==> src/cwu_pkg.sv <==
package cwu_pkg;

    // ----------------------------------------
    // register byte offsets
    // ----------------------------------------
    localparam logic [7:0] CWU_CTRL0_OFS = 8'h00;
    localparam logic [7:0] CWU_CTRL1_OFS = 8'h04;
    localparam logic [7:0] CWU_CTRL2_OFS = 8'h08;
    localparam logic [7:0] CWU_DBR_OFS = 8'h0C;
    localparam logic [7:0] CWU_DBF_OFS = 8'h10;
    localparam logic [7:0] CWU_STAT_OFS = 8'h14;

    // ----------------------------------------
    // field positions
    // ----------------------------------------
    localparam int CWU_C0_EN = 7;
    localparam int CWU_C0_OEB = 6;
    localparam int CWU_C0_OEA = 5;
    localparam int CWU_C0_POLB = 4;
    localparam int CWU_C0_POLA = 3;
    localparam int CWU_C0_CS = 0;
    localparam int CWU_C1_LVLB = 6;
    localparam int CWU_C1_LVLA = 4;
    localparam int CWU_C1_IS = 0;
    localparam int CWU_C2_SDS = 7;
    localparam int CWU_C2_ARS = 6;
    localparam int CWU_C2_C2E = 3;
    localparam int CWU_C2_C1E = 2;
    localparam int CWU_C2_FLE = 1;

    // ----------------------------------------
    // reset values and encodings
    // ----------------------------------------
    localparam logic [7:0] CWU_CTRL0_RST = 8'h00;
    localparam logic [7:0] CWU_CTRL1_RST = 8'h00;
    localparam logic [7:0] CWU_CTRL2_RST = 8'h00;
    localparam logic [5:0] CWU_DB_RST = 6'h00;
    localparam logic [1:0] CWU_LVL_HIGH = 2'h3;
    localparam logic [1:0] CWU_LVL_LOW = 2'h2;
    localparam logic [1:0] CWU_LVL_TRI = 2'h1;
    localparam logic [1:0] CWU_SRC_C2 = 2'h0;
    localparam logic [1:0] CWU_SRC_C1 = 2'h1;
    localparam logic [1:0] CWU_SRC_P1 = 2'h2;
    localparam logic [1:0] CWU_SRC_P2 = 2'h3;
    localparam int CWU_OSC_MHZ = 16;

    typedef enum logic [1:0] {CWU_ST_OFF, CWU_ST_RISE, CWU_ST_FALL} cwu_phase_t;

    // bus slave address-phase capture
    typedef struct packed {
        logic pend;
        logic wr;
        logic [7:0] addr;
    } cwu_bus_t;

    // all module state
    typedef struct packed {
        cwu_bus_t bus;
        logic [7:0] ctrl0;
        logic [7:0] ctrl1;
        logic [3:0] ctrl2; // {auto restart, fault, comparator 2, comparator 1}
        logic sd_stat;
        logic [5:0] dbr;
        logic [5:0] dbf;
        logic [1:0] src_s1;
        logic [1:0] src_s2;
        logic [2:0] sdin_s1;
        logic [2:0] sdin_s2;
        logic osc_s1;
        logic osc_s2;
        logic osc_d;
        logic in_d;
        logic hold;
        cwu_phase_t phase;
        logic [5:0] cnt;
        logic drv_a;
        logic drv_b;
        logic en_d;
        logic [31:0] rdata;
    } cwu_state_t;

endpackage

==> src/cwu_complementary_wave_unit.sv <==
`timescale 1ns/10ps
`default_nettype none

module cwu_complementary_wave_unit
    import cwu_pkg::*;
(
    // clock and reset
    input wire logic sys_clk,
    input wire logic rst_n,
    // ahb-lite slave
    input wire logic hsel,
    input wire logic [31:0] haddr,
    input wire logic [1:0] htrans,
    input wire logic hwrite,
    input wire logic [2:0] hsize,
    input wire logic [31:0] hwdata,
    input wire logic hready,
    output logic [31:0] hrdata,
    output logic hreadyout,
    output logic hresp,
    // waveform and shutdown sources (asynchronous)
    input wire logic comparator_one_output,
    input wire logic comparator_two_output,
    input wire logic pulse_unit_one_output,
    input wire logic pulse_unit_two_output,
    input wire logic fault_input_pin_n,
    input wire logic internal_fast_oscillator,
    // output pins
    output logic drive_output_a,
    output logic drive_output_a_oe,
    output logic drive_output_b,
    output logic drive_output_b_oe
);

    cwu_state_t s_r;
    cwu_state_t s_nxt;

    // ----------------------------------------
    // operating notes
    // ----------------------------------------
    // every asynchronous level passes two flip-flops before use,
    // so an input edge is seen two cycles after it reaches the pin.
    // the comparator inputs share one synchroniser between the
    // waveform mux and the shutdown logic, so both see the same level.
    // the oscillator is sampled as data; its synced rising edge is
    // the count tick when the oscillator is chosen as counting clock.
    // the sampling clock must stay well above the oscillator rate,
    // otherwise oscillator edges are lost and dead time stretches.
    // edge sampling adds up to one counting clock of dead-time jitter.
    // the block keeps counting whenever sys_clk runs; nothing here
    // depends on a sleep signal, so sleep behaviour is up to the
    // clock tree keeping sys_clk alive.
    // dead time of n means the drive turns on n ticks after the
    // edge-capture cycle; n of zero switches in the capture cycle.
    // an opposite edge always wins over a pending count, so a
    // short pulse never turns the pending drive on.
    // shutdown and the hold of the overrides are two flags: the
    // status flag follows sources and software, the hold flag
    // keeps overrides on until a rising edge after status clears.
    // a set from an active source always beats a software clear.
    // with polarity set the pin equals the internal drive; with it
    // clear the pin is the inverse, except under overrides.

    // ----------------------------------------
    // helpers
    // ----------------------------------------

    // override level: polarity ignored except in the inactive setting, tri-state drops enable
    function automatic logic [1:0] ovr_pin(input logic [1:0] lvl, input logic act, input logic pol);
        case (lvl)
            CWU_LVL_HIGH: ovr_pin = 2'b11;
            CWU_LVL_LOW: ovr_pin = 2'b10;
            CWU_LVL_TRI: ovr_pin = 2'b00;
            default: ovr_pin = {1'b1, ~(act ^ pol)}; // inactive setting: follows the drive with polarity
        endcase
    endfunction

    // word address match; address bits 1:0 are ignored
    function automatic logic hit(input logic [7:0] a, input logic [7:0] ofs);
        hit = (a[7:2] == ofs[7:2]);
    endfunction

    logic in_sel;
    logic sd_act;
    logic tick;
    logic rise;
    logic fall;
    logic [1:0] pa;
    logic [1:0] pb;

    // ----------------------------------------
    // next-state logic
    // ----------------------------------------
    always_comb begin
        s_nxt = s_r;
        // synchronisers for all asynchronous inputs
        s_nxt.src_s1 = {pulse_unit_two_output, pulse_unit_one_output};
        s_nxt.src_s2 = s_r.src_s1;
        s_nxt.sdin_s1 = {comparator_two_output, comparator_one_output, ~fault_input_pin_n};
        s_nxt.sdin_s2 = s_r.sdin_s1;
        s_nxt.osc_s1 = internal_fast_oscillator;
        s_nxt.osc_s2 = s_r.osc_s1;
        s_nxt.osc_d = s_r.osc_s2;

        // input source mux; comparators reuse the shutdown synchronisers
        case (s_r.ctrl1[CWU_C1_IS +: 2])
            CWU_SRC_C2: in_sel = s_r.sdin_s2[2];
            CWU_SRC_C1: in_sel = s_r.sdin_s2[1];
            CWU_SRC_P1: in_sel = s_r.src_s2[0];
            default: in_sel = s_r.src_s2[1];
        endcase

        // count tick: every sys_clk or each oscillator rising edge
        tick = s_r.ctrl0[CWU_C0_CS] ? (s_r.osc_s2 & ~s_r.osc_d) : 1'b1;
        rise = in_sel & ~s_r.in_d;
        fall = ~in_sel & s_r.in_d;
        s_nxt.in_d = in_sel;

        // external shutdown level
        sd_act = (s_r.ctrl2[1] & s_r.sdin_s2[2]) | (s_r.ctrl2[0] & s_r.sdin_s2[1])
               | (s_r.ctrl2[2] & s_r.sdin_s2[0]);

        // shutdown status: hardware set wins
        if (sd_act) begin
            s_nxt.sd_stat = 1'b1;
        end else if (s_r.ctrl2[3] && rise) begin
            s_nxt.sd_stat = 1'b0;
        end
        if (s_r.sd_stat || sd_act) begin
            s_nxt.hold = 1'b1;
        end else if (rise) begin
            s_nxt.hold = 1'b0;
        end

        // dead-band sequencer
        // the cycle after enable rises forces both drives off, so the
        // first waveform always starts from a cleared pair.
        // while disabled the drives are held off and the count is idle.
        // a rising edge turns b off at once and arms the rising count;
        // a falling edge turns a off at once and arms the falling count.
        // one shared counter serves both phases, since only one count
        // can be pending at a time; the phase names which one it is.
        // the counter runs from zero and compares its next value with
        // the programmed count, so it never wraps past the top value.
        // ticks are every sys_clk or each synced oscillator rise.
        // an edge in the same cycle as a tick takes priority and
        // restarts the count from zero.
        // writing a new count while one is pending takes effect on
        // the next compare, which may end the pending count early.
        // the override path does not stop the sequencer: drives keep
        // following the input so normal operation resumes cleanly.
        s_nxt.en_d = s_r.ctrl0[CWU_C0_EN];
        if (!s_r.ctrl0[CWU_C0_EN] || (s_r.ctrl0[CWU_C0_EN] && !s_r.en_d)) begin
            s_nxt.drv_a = 1'b0;
            s_nxt.drv_b = 1'b0;
            s_nxt.phase = CWU_ST_OFF;
            s_nxt.cnt = 6'h00;
        end else if (rise) begin
            s_nxt.drv_b = 1'b0;
            s_nxt.cnt = 6'h00;
            if (s_r.dbr == 6'h00) begin
                s_nxt.drv_a = 1'b1;
                s_nxt.phase = CWU_ST_OFF;
            end else begin
                s_nxt.drv_a = 1'b0;
                s_nxt.phase = CWU_ST_RISE;
            end
        end else if (fall) begin
            s_nxt.drv_a = 1'b0;
            s_nxt.cnt = 6'h00;
            if (s_r.dbf == 6'h00) begin
                s_nxt.drv_b = 1'b1;
                s_nxt.phase = CWU_ST_OFF;
            end else begin
                s_nxt.drv_b = 1'b0;
                s_nxt.phase = CWU_ST_FALL;
            end
        end else if (tick) begin
            case (s_r.phase)
                CWU_ST_RISE: begin
                    if (s_r.cnt + 6'h01 >= s_r.dbr) begin
                        s_nxt.drv_a = 1'b1;
                        s_nxt.phase = CWU_ST_OFF;
                    end else begin
                        s_nxt.cnt = s_r.cnt + 6'h01;
                    end
                end
                CWU_ST_FALL: begin
                    if (s_r.cnt + 6'h01 >= s_r.dbf) begin
                        s_nxt.drv_b = 1'b1;
                        s_nxt.phase = CWU_ST_OFF;
                    end else begin
                        s_nxt.cnt = s_r.cnt + 6'h01;
                    end
                end
                default: s_nxt.phase = CWU_ST_OFF;
            endcase
        end

        // ahb-lite: capture address phase, act in data phase
        // the slave never inserts wait states, so hreadyout is tied high
        // and every transfer answers okay.
        // writes land at the end of the data phase using hwdata.
        // reads are looked up in the address phase and registered,
        // so hrdata stands during the data phase and is zero otherwise.
        // unmapped offsets read zero and ignore writes.
        // only the low byte of each word is used; hsize is not decoded.
        // the status register is read only and shows live state.
        // a software clear of the shutdown flag is refused while an
        // enabled source is still active.
        if (s_r.bus.pend && s_r.bus.wr) begin
            if (hit(s_r.bus.addr, CWU_CTRL0_OFS)) begin
                s_nxt.ctrl0 = hwdata[7:0] & 8'hF9;
            end
            if (hit(s_r.bus.addr, CWU_CTRL1_OFS)) begin
                s_nxt.ctrl1 = hwdata[7:0] & 8'hF3;
            end
            if (hit(s_r.bus.addr, CWU_CTRL2_OFS)) begin
                s_nxt.ctrl2 = {hwdata[CWU_C2_ARS], hwdata[CWU_C2_FLE], hwdata[CWU_C2_C2E], hwdata[CWU_C2_C1E]};
                // software clear only succeeds with no active source
                if (hwdata[CWU_C2_SDS]) begin
                    s_nxt.sd_stat = 1'b1;
                end else if (!sd_act) begin
                    s_nxt.sd_stat = 1'b0;
                end
            end
            if (hit(s_r.bus.addr, CWU_DBR_OFS)) begin
                s_nxt.dbr = hwdata[5:0];
            end
            if (hit(s_r.bus.addr, CWU_DBF_OFS)) begin
                s_nxt.dbf = hwdata[5:0];
            end
        end
        s_nxt.bus.pend = hsel & hready & htrans[1];
        s_nxt.bus.wr = hwrite;
        s_nxt.bus.addr = haddr[7:0];
        s_nxt.rdata = 32'h0000_0000;
        if (hsel && hready && htrans[1] && !hwrite) begin
            if (hit(haddr[7:0], CWU_CTRL0_OFS)) begin
                s_nxt.rdata[7:0] = s_r.ctrl0;
            end
            if (hit(haddr[7:0], CWU_CTRL1_OFS)) begin
                s_nxt.rdata[7:0] = s_r.ctrl1;
            end
            if (hit(haddr[7:0], CWU_CTRL2_OFS)) begin
                s_nxt.rdata[7:0] = {s_r.sd_stat, s_r.ctrl2[3], 2'b00, s_r.ctrl2[1], s_r.ctrl2[0], s_r.ctrl2[2], 1'b0};
            end
            if (hit(haddr[7:0], CWU_DBR_OFS)) begin
                s_nxt.rdata[5:0] = s_r.dbr;
            end
            if (hit(haddr[7:0], CWU_DBF_OFS)) begin
                s_nxt.rdata[5:0] = s_r.dbf;
            end
            if (hit(haddr[7:0], CWU_STAT_OFS)) begin
                s_nxt.rdata[3:0] = {s_r.hold, sd_act, s_r.drv_b, s_r.drv_a};
            end
        end
        // ctrl2 stored as {ars, flt, c2, c1}: remap index 3=ars,2=flt,1=c2,0=c1
    end

    // ----------------------------------------
    // state register
    // ----------------------------------------
    always_ff @(posedge sys_clk) begin
        if (!rst_n) begin
            s_r <= '0;
            s_r.ctrl0 <= CWU_CTRL0_RST;
            s_r.ctrl1 <= CWU_CTRL1_RST;
            s_r.dbr <= CWU_DB_RST;
            s_r.dbf <= CWU_DB_RST;
            s_r.phase <= CWU_ST_OFF;
        end else begin
            s_r <= s_nxt;
        end
    end

    // ----------------------------------------
    // pin drive
    // ----------------------------------------
    // overrides apply while the status or hold flag is set.
    // fixed high and low overrides ignore polarity entirely.
    // the tri-state override drops the pin enable instead of a level.
    // the inactive override keeps polarity and follows the drive,
    // which keeps following the input, since shutdown does not stop the sequencer.
    // a pin whose enable is low is driven to zero, never left
    // floating inside the block; the pad decides its real level.
    // module enable gates both pin enables, so a disabled block
    // has no effect on either pin whatever the other bits say.
    // pins are combinational from registers only, so they change
    // one edge after the state that decides them.
    assign pa = (s_r.hold || s_r.sd_stat) ?
        ovr_pin(s_r.ctrl1[CWU_C1_LVLA +: 2], s_r.drv_a, s_r.ctrl0[CWU_C0_POLA]) :
        {1'b1, ~(s_r.drv_a ^ s_r.ctrl0[CWU_C0_POLA])};
    assign pb = (s_r.hold || s_r.sd_stat) ?
        ovr_pin(s_r.ctrl1[CWU_C1_LVLB +: 2], s_r.drv_b, s_r.ctrl0[CWU_C0_POLB]) :
        {1'b1, ~(s_r.drv_b ^ s_r.ctrl0[CWU_C0_POLB])};

    // enables gated by module enable
    assign drive_output_a_oe = s_r.ctrl0[CWU_C0_EN] & s_r.ctrl0[CWU_C0_OEA] & pa[1];
    assign drive_output_b_oe = s_r.ctrl0[CWU_C0_EN] & s_r.ctrl0[CWU_C0_OEB] & pb[1];
    assign drive_output_a = drive_output_a_oe & pa[0];
    assign drive_output_b = drive_output_b_oe & pb[0];

    assign hrdata = s_r.rdata;
    assign hreadyout = 1'b1;
    assign hresp = 1'b0;

endmodule

`default_nettype wire

==> config.mk <==
export PLATFORM = sky130hd
export DESIGN_NAME = cwu_complementary_wave_unit
export DESIGN_NICKNAME = d
export VERILOG_FILES = /design/src/cwu_pkg.sv /design/src/cwu_complementary_wave_unit.sv
export SDC_FILE = /design/constraint.sdc
export NUM_CORES = 1
export LEC_CHECK = 0
export BUFFER_PORTS_ARGS = -buffer_cell sky130_fd_sc_hd__buf_2
export CORE_UTILIZATION = 40
export CTS_CLUSTER_SIZE = 25
export DETAILED_ROUTE_END_ITERATION = 8
export GPL_TIMING_DRIVEN = 1
export PLACE_DENSITY = 0.65
export SYNTH_ARGS = -nofsm -noshare
export SYNTH_HDL_FRONTEND = slang
export SYNTH_SLANG_ARGS = --single-unit
==> constraint.sdc <==
create_clock -name sys_clk -period 5.99 [get_ports sys_clk]
set_input_delay 1.198 -clock sys_clk [delete_from_list [all_inputs] [get_ports sys_clk]]
set_output_delay 1.198 -clock sys_clk [all_outputs]
set_load 0.01 [all_outputs]
# Word level (Yosys, flattened, before mapping)
# Cells that the tools add are included.
# totals
register_bits,97
latch_bits,0
mem_bits_rw,0
rom_bits,0
inputBits,80
output_inout_bits,38
wordCells,153
n_memories,0
# op_classes
add_sub_neg,1
multipliers,0
div,0
order_cmp,2
eq_ne,23
n_shift,0
muxes,39
n_bitwise,25
n_reduce_logical,38
# ops
op,count
6-bit two-way mux,6
10-bit two-way mux,3
6-bit by 2-bit equality test with 1-bit output (second input constant),4
6-bit zero test,4
8-bit two-way mux,3
6-bit by 3-bit equality test with 1-bit output (second input constant),3
1-bit two-way mux,15
1-bit AND,14
13-bit two-way mux,1
2-bit equality test (second input constant),6
6-bit by 1-bit equality test with 1-bit output (second input constant),2
6-bit >= comparator,2
2-bit one-hot mux with 3 select lines,2
6-bit one-hot mux with 2 select lines,1
2-bit AND reduction,6
2-bit two-way mux,5
2-bit nonzero test,5
3-bit AND reduction,3
3-bit nonzero test,3
2-bit by 1-bit equality test with 1-bit output (second input constant),4
4-bit inequality test (second input constant),2
1-bit NOT,7
6-bit by 1-bit adder with 6-bit output (second input constant),1
1-bit logical AND,6
other kinds (13),20

# Logic depth before layout (Yosys ltp)
# depth
depth_word,10
depth_mapped,9
mapped_depth_nobuf,9

# Worst setup path before layout
# Ideal clock, no wire load.
# synth_path
path_type,in2reg
from,input haddr[7]
to,register s_r (netlist bit hrdata[0])
setup_time_ns,0.064
arrival_ns,2.372
required_time_ns,5.926
slack_ns,3.553
stages,6
n_path_buf,1
cell_sequence,or3_1 -> clkbuf_1 -> nor3_4 -> a22oi_1 -> o22a_1 -> nor2_1
# synth_between
elab_chain_cells,7
elab_cells_between_ends,12
cone_classes,eq/ne (5); mux (6); reduce/logical (1)
# synth_lines
item,line_no,source
start: declaration,cwu_complementary_wave_unit.sv:12,"input wire logic [31:0] haddr,"
6-bit zero test,cwu_complementary_wave_unit.sv:80,hit = (a[7:2] == ofs[7:2]);
8-bit two-way mux,cwu_complementary_wave_unit.sv:239,"if (hit(haddr[7:0], CWU_CTRL0_OFS)) begin"
8-bit two-way mux,cwu_complementary_wave_unit.sv:242,"if (hit(haddr[7:0], CWU_CTRL1_OFS)) begin"
8-bit two-way mux,cwu_complementary_wave_unit.sv:245,"if (hit(haddr[7:0], CWU_CTRL2_OFS)) begin"
6-bit two-way mux,cwu_complementary_wave_unit.sv:248,"if (hit(haddr[7:0], CWU_DBR_OFS)) begin"
6-bit two-way mux,cwu_complementary_wave_unit.sv:251,"if (hit(haddr[7:0], CWU_DBF_OFS)) begin"
4-bit two-way mux *,cwu_complementary_wave_unit.sv:254,"if (hit(haddr[7:0], CWU_STAT_OFS)) begin"
end signal: assignment,cwu_complementary_wave_unit.sv:273,s_r <= s_nxt;
end: declaration,cwu_complementary_wave_unit.sv:35,cwu_state_t s_r;
# Mark *: on every way between the ends. The rest lies on a longest branch, timed or not.
# A chain may end at the register's enable or synchronous reset.

# Worst setup path after layout
# layout_path
from,register s_r[37] (netlist bit)
to,register s_r[35] (netlist bit)
# layout_between
elab_chain_cells,4
elab_cells_between_ends,6
cone_classes,add/sub (1); order compare (2); eq/ne (2); reduce/logical (1)
# layout_lines
item,line_no
6-bit by 1-bit adder with 6-bit output *,"cwu_complementary_wave_unit.sv:181, cwu_complementary_wave_unit.sv:189"
6-bit >= comparator (on tied branches),"cwu_complementary_wave_unit.sv:189, cwu_complementary_wave_unit.sv:181"
2-bit inequality test (no line),-
4-bit AND reduction (no line) *,-
# Marked as above.

==> run metrics <==
GPL Wtd Cong 0.8598; Die H 97.61 µm; WP data required 6.26 ns; DRT Pass-1 Iters 6; gr usage total 18.85%; largest family of logic cells by synthesized area simple AND/OR/NAND/NOR gates; Util after Layout about 45%; Hold EP s_nxt[45]; critical path class reg2reg; distinct cell type count after synthesis 59; post-synth top area share 38.88%; FF-to-FF setup slack around 3.1 ns; Async S/R FF share, synth 0%; TritonCTS clock tree yes; ys flop type dfxtp_1; met1 usage 24.54%; IO buf count 37; R2R Path Start s_r[37]; Filler Cells Inserted 890; total grt overflow 0; Die ar. 9527 µm²; Area contributors post-synth dfxtp_1, mux2i_1, buf_4; Final Setup Violations 0; Sw Pwr 213.7 µW; largest net degree at the start of global routing 31; Net Sw Frac 23.46%; initial drt markers roughly 220; Clock Power Share 41.4%; XOR/XNOR share of the synthesized area 1.437%; fmax 351.8 MHz; Final period util 47.46%; most frequent cells after synthesis dfxtp_1, buf_4, nor2_1, nand2_1, mux2i_1; Worst EP arrival 3.11 ns; worst slew pin tran 0.7862 ns; layout cells sized above 1 14.19%; R2R depth 9; Sink Count 71; leak pwr 0.001663 µW; Cell Area, Placed 3759 µm²; Adder-Cell Fraction of Synth Area 5.133%; vias in the first global route 2,692; met3 layer usage reported by global route 4.460%; status finished with violations; pre-CTS setup slack 3.182 ns; Seq/Total Area, Yosys 38.88%; CTS H-tree lvls 3; RSZ-0062 raised after global routing no; Worst setup SP type register; drt total wl between 8 and 9 mm; CTS root buf clkbuf_8; site row count 34; Critical Path Start s_r[37]; CP endpoint kind register; Max Cap Viol 0; sequential share of power 53.1%; Synth Cell Area 3656 µm²; via count 2,883; diodes inserted 0; P_int 697.1 µW; Setup Skew slightly above 0.006 ns; worst r2r dst s_r[35]; DRT antenna net count 0; routing usage on met2 30.01%; Initial Utilization about two fifths; Clock Path Buffers 2; first-pass GRT wire length 13.75 mm; most common cell in the netlist dfxtp_1; Yosys reg bits 71; count of yosys warnings during synthesis 0; VDD IR-drop max ~150 µV; Slew HR a little under half; antenna violations before repair 0; DP HPWL around 6.2 mm; Hold Crit Depth 1; worst min path class reg2reg; Nets 528; GR peak layer met2; # IOs about 120; combinational power share 5.5%; Hold Crit Start s_nxt[46]; failing checks design-rule violations; Via density 5.290; EDFF count, synth 0; worst-path maximum fanout 8; area of the multi-input gates 1931 µm²; post-synthesis mux area share 8.864%; register area 1421 µm²; crit path time final 2.843 ns; Slew Viols, Final 0; Skew-Pair Late Insertion Delay approximately 0.34 ns; post-synthesis compound-gate area fraction roughly an eighth; syn avg cell area 8.983 µm²; Post-CTS Setup Bufs 0; final instance area 3948 µm²; Post-Synthesis Cells ~400; Final Hold Vio Count 0; setup slack after layout 3.147 ns; Area growth syn-to-layout 7.974%; fraction of the mapped netlist area in simple logic gates 22.07%; Die W slightly below 100 µm; post-cts hold buffer count 0; pwr dens 230.7 nW/µm²; post_cts resized 0; CTS Buf Count 9; Core Region 8806 µm²; area leader, netlist dfxtp_1; WL/cell about 16 µm; CTS clk-pin slew, worst paths approximately 0.070 ns; total negative slack 0 ns; DRC violations left 12
critical path, stage by stage, from the launching register on:
cell and delay, ns:
dfxtp_1 0.41, and3_1 0.25, and3_1 0.21, xor2_1 0.25
ha_1 0.31, a21oi_1 0.21, o211ai_1 0.11, o21bai_1 0.33
a21boi_0 0.45, mux2i_1 0.24
layout by cell type (no fill, tap or decap), types with 2 or more instances in the layout:
| cell | count |
|---|---|
| a211oi_1 | 2 |
| a21boi_0 | 5 |
| a21oi_1 | 20 |
| a221oi_1 | 3 |
| a22oi_1 | 6 |
| a31oi_1 | 4 |
| a32oi_1 | 2 |
| and2_1 | 21 |
| and3_1 | 3 |
| buf_2 | 37 |
| clkbuf_1 | 2 |
| clkbuf_8 | 10 |
| conb_1 | 26 |
| dfxtp_1 | 71 |
| ha_1 | 15 |
| inv_1 | 22 |
| mux2i_1 | 29 |
| nand2_1 | 30 |
| nand2b_1 | 6 |
| nand3_1 | 12 |
| nand4_1 | 5 |
| nor2_1 | 32 |
| nor2b_1 | 6 |
| nor3_1 | 7 |
| nor4_1 | 3 |
| o211a_1 | 3 |
| o21a_1 | 2 |
| o21ai_0 | 4 |
| o21bai_1 | 2 |
| o221ai_1 | 2 |
| o22a_1 | 2 |
| or2_1 | 2 |
| or2_2 | 2 |
| or3_1 | 6 |
| or4_1 | 3 |
| xnor2_1 | 3 |
| xor2_1 | 3 |
power by group through the flow:
stage | sequential, µW | clock [µW] | combinational, µW
finish | 483 | 377 | 50.1
detailed placement | 494 | 0 | 49.5
CTS | 483 | 387 | 49.6
global placement | 494 | 0 | 48.6
floorplan | 493 | 0 | 43.5
global route | 484 | 411 | 54.8
cells by family after synthesis:
family / count (synthesis)
muxes: 31
DFF: 71
other: 2
buffers and inverters: 69
adders and majority gates: 15
and+or+nand+nor: 147
xor gates and xnor gates: 6
AOI/OAI and AO/OA: 66
final cells by class:
class | count | area share (%)
timing repair buffer | 37 | 4.691
tap | 108 | 3.423
clock inverter | 3 | 1.109
inverter | 23 | 2.187
multi-input combinational | 291 | 48.91
sequential | 71 | 36.01
clock buffer | 12 | 3.677
stage by stage:
step	power (µW)	std cells	hold WS, ns
final	910.9	545	0.4328
after global routing	949.3	545	0.4541
after CTS	919.5	545	0.4353
after detailed placement	543.6	530	0.4179
after global placement	542.4	530	0.4145
after floorplan	536.6	431	0.4119
sequential cells by signal, summed over array words and instances, names as in the netlist:
name and flops:
s_r 55, hrdata 8, s_nxt 8
worst max path at each step:
stage,to,depth (start not counted)
CTS,s_r[35],9
floorplan,hrdata[0],6
global placement,hrdata[0],6
finish,s_r[35],9
global route,s_r[35],9
detailed placement,hrdata[0],6
per-layer routing:
| metal | part of all wire, % | up-vias | wire, µm |
|---|---|---|---|
| met4 | 2.0 | 0 | 173 |
| li1 | - | 1407 | - |
| met3 | 5.0 | 13 | 427 |
| met1 | 48 | 1358 | 4056 |
| met5 | 0 | - | 0 |
| met2 | 45 | 105 | 3842 |
Note: power is estimated with default switching activity, not from simulation.
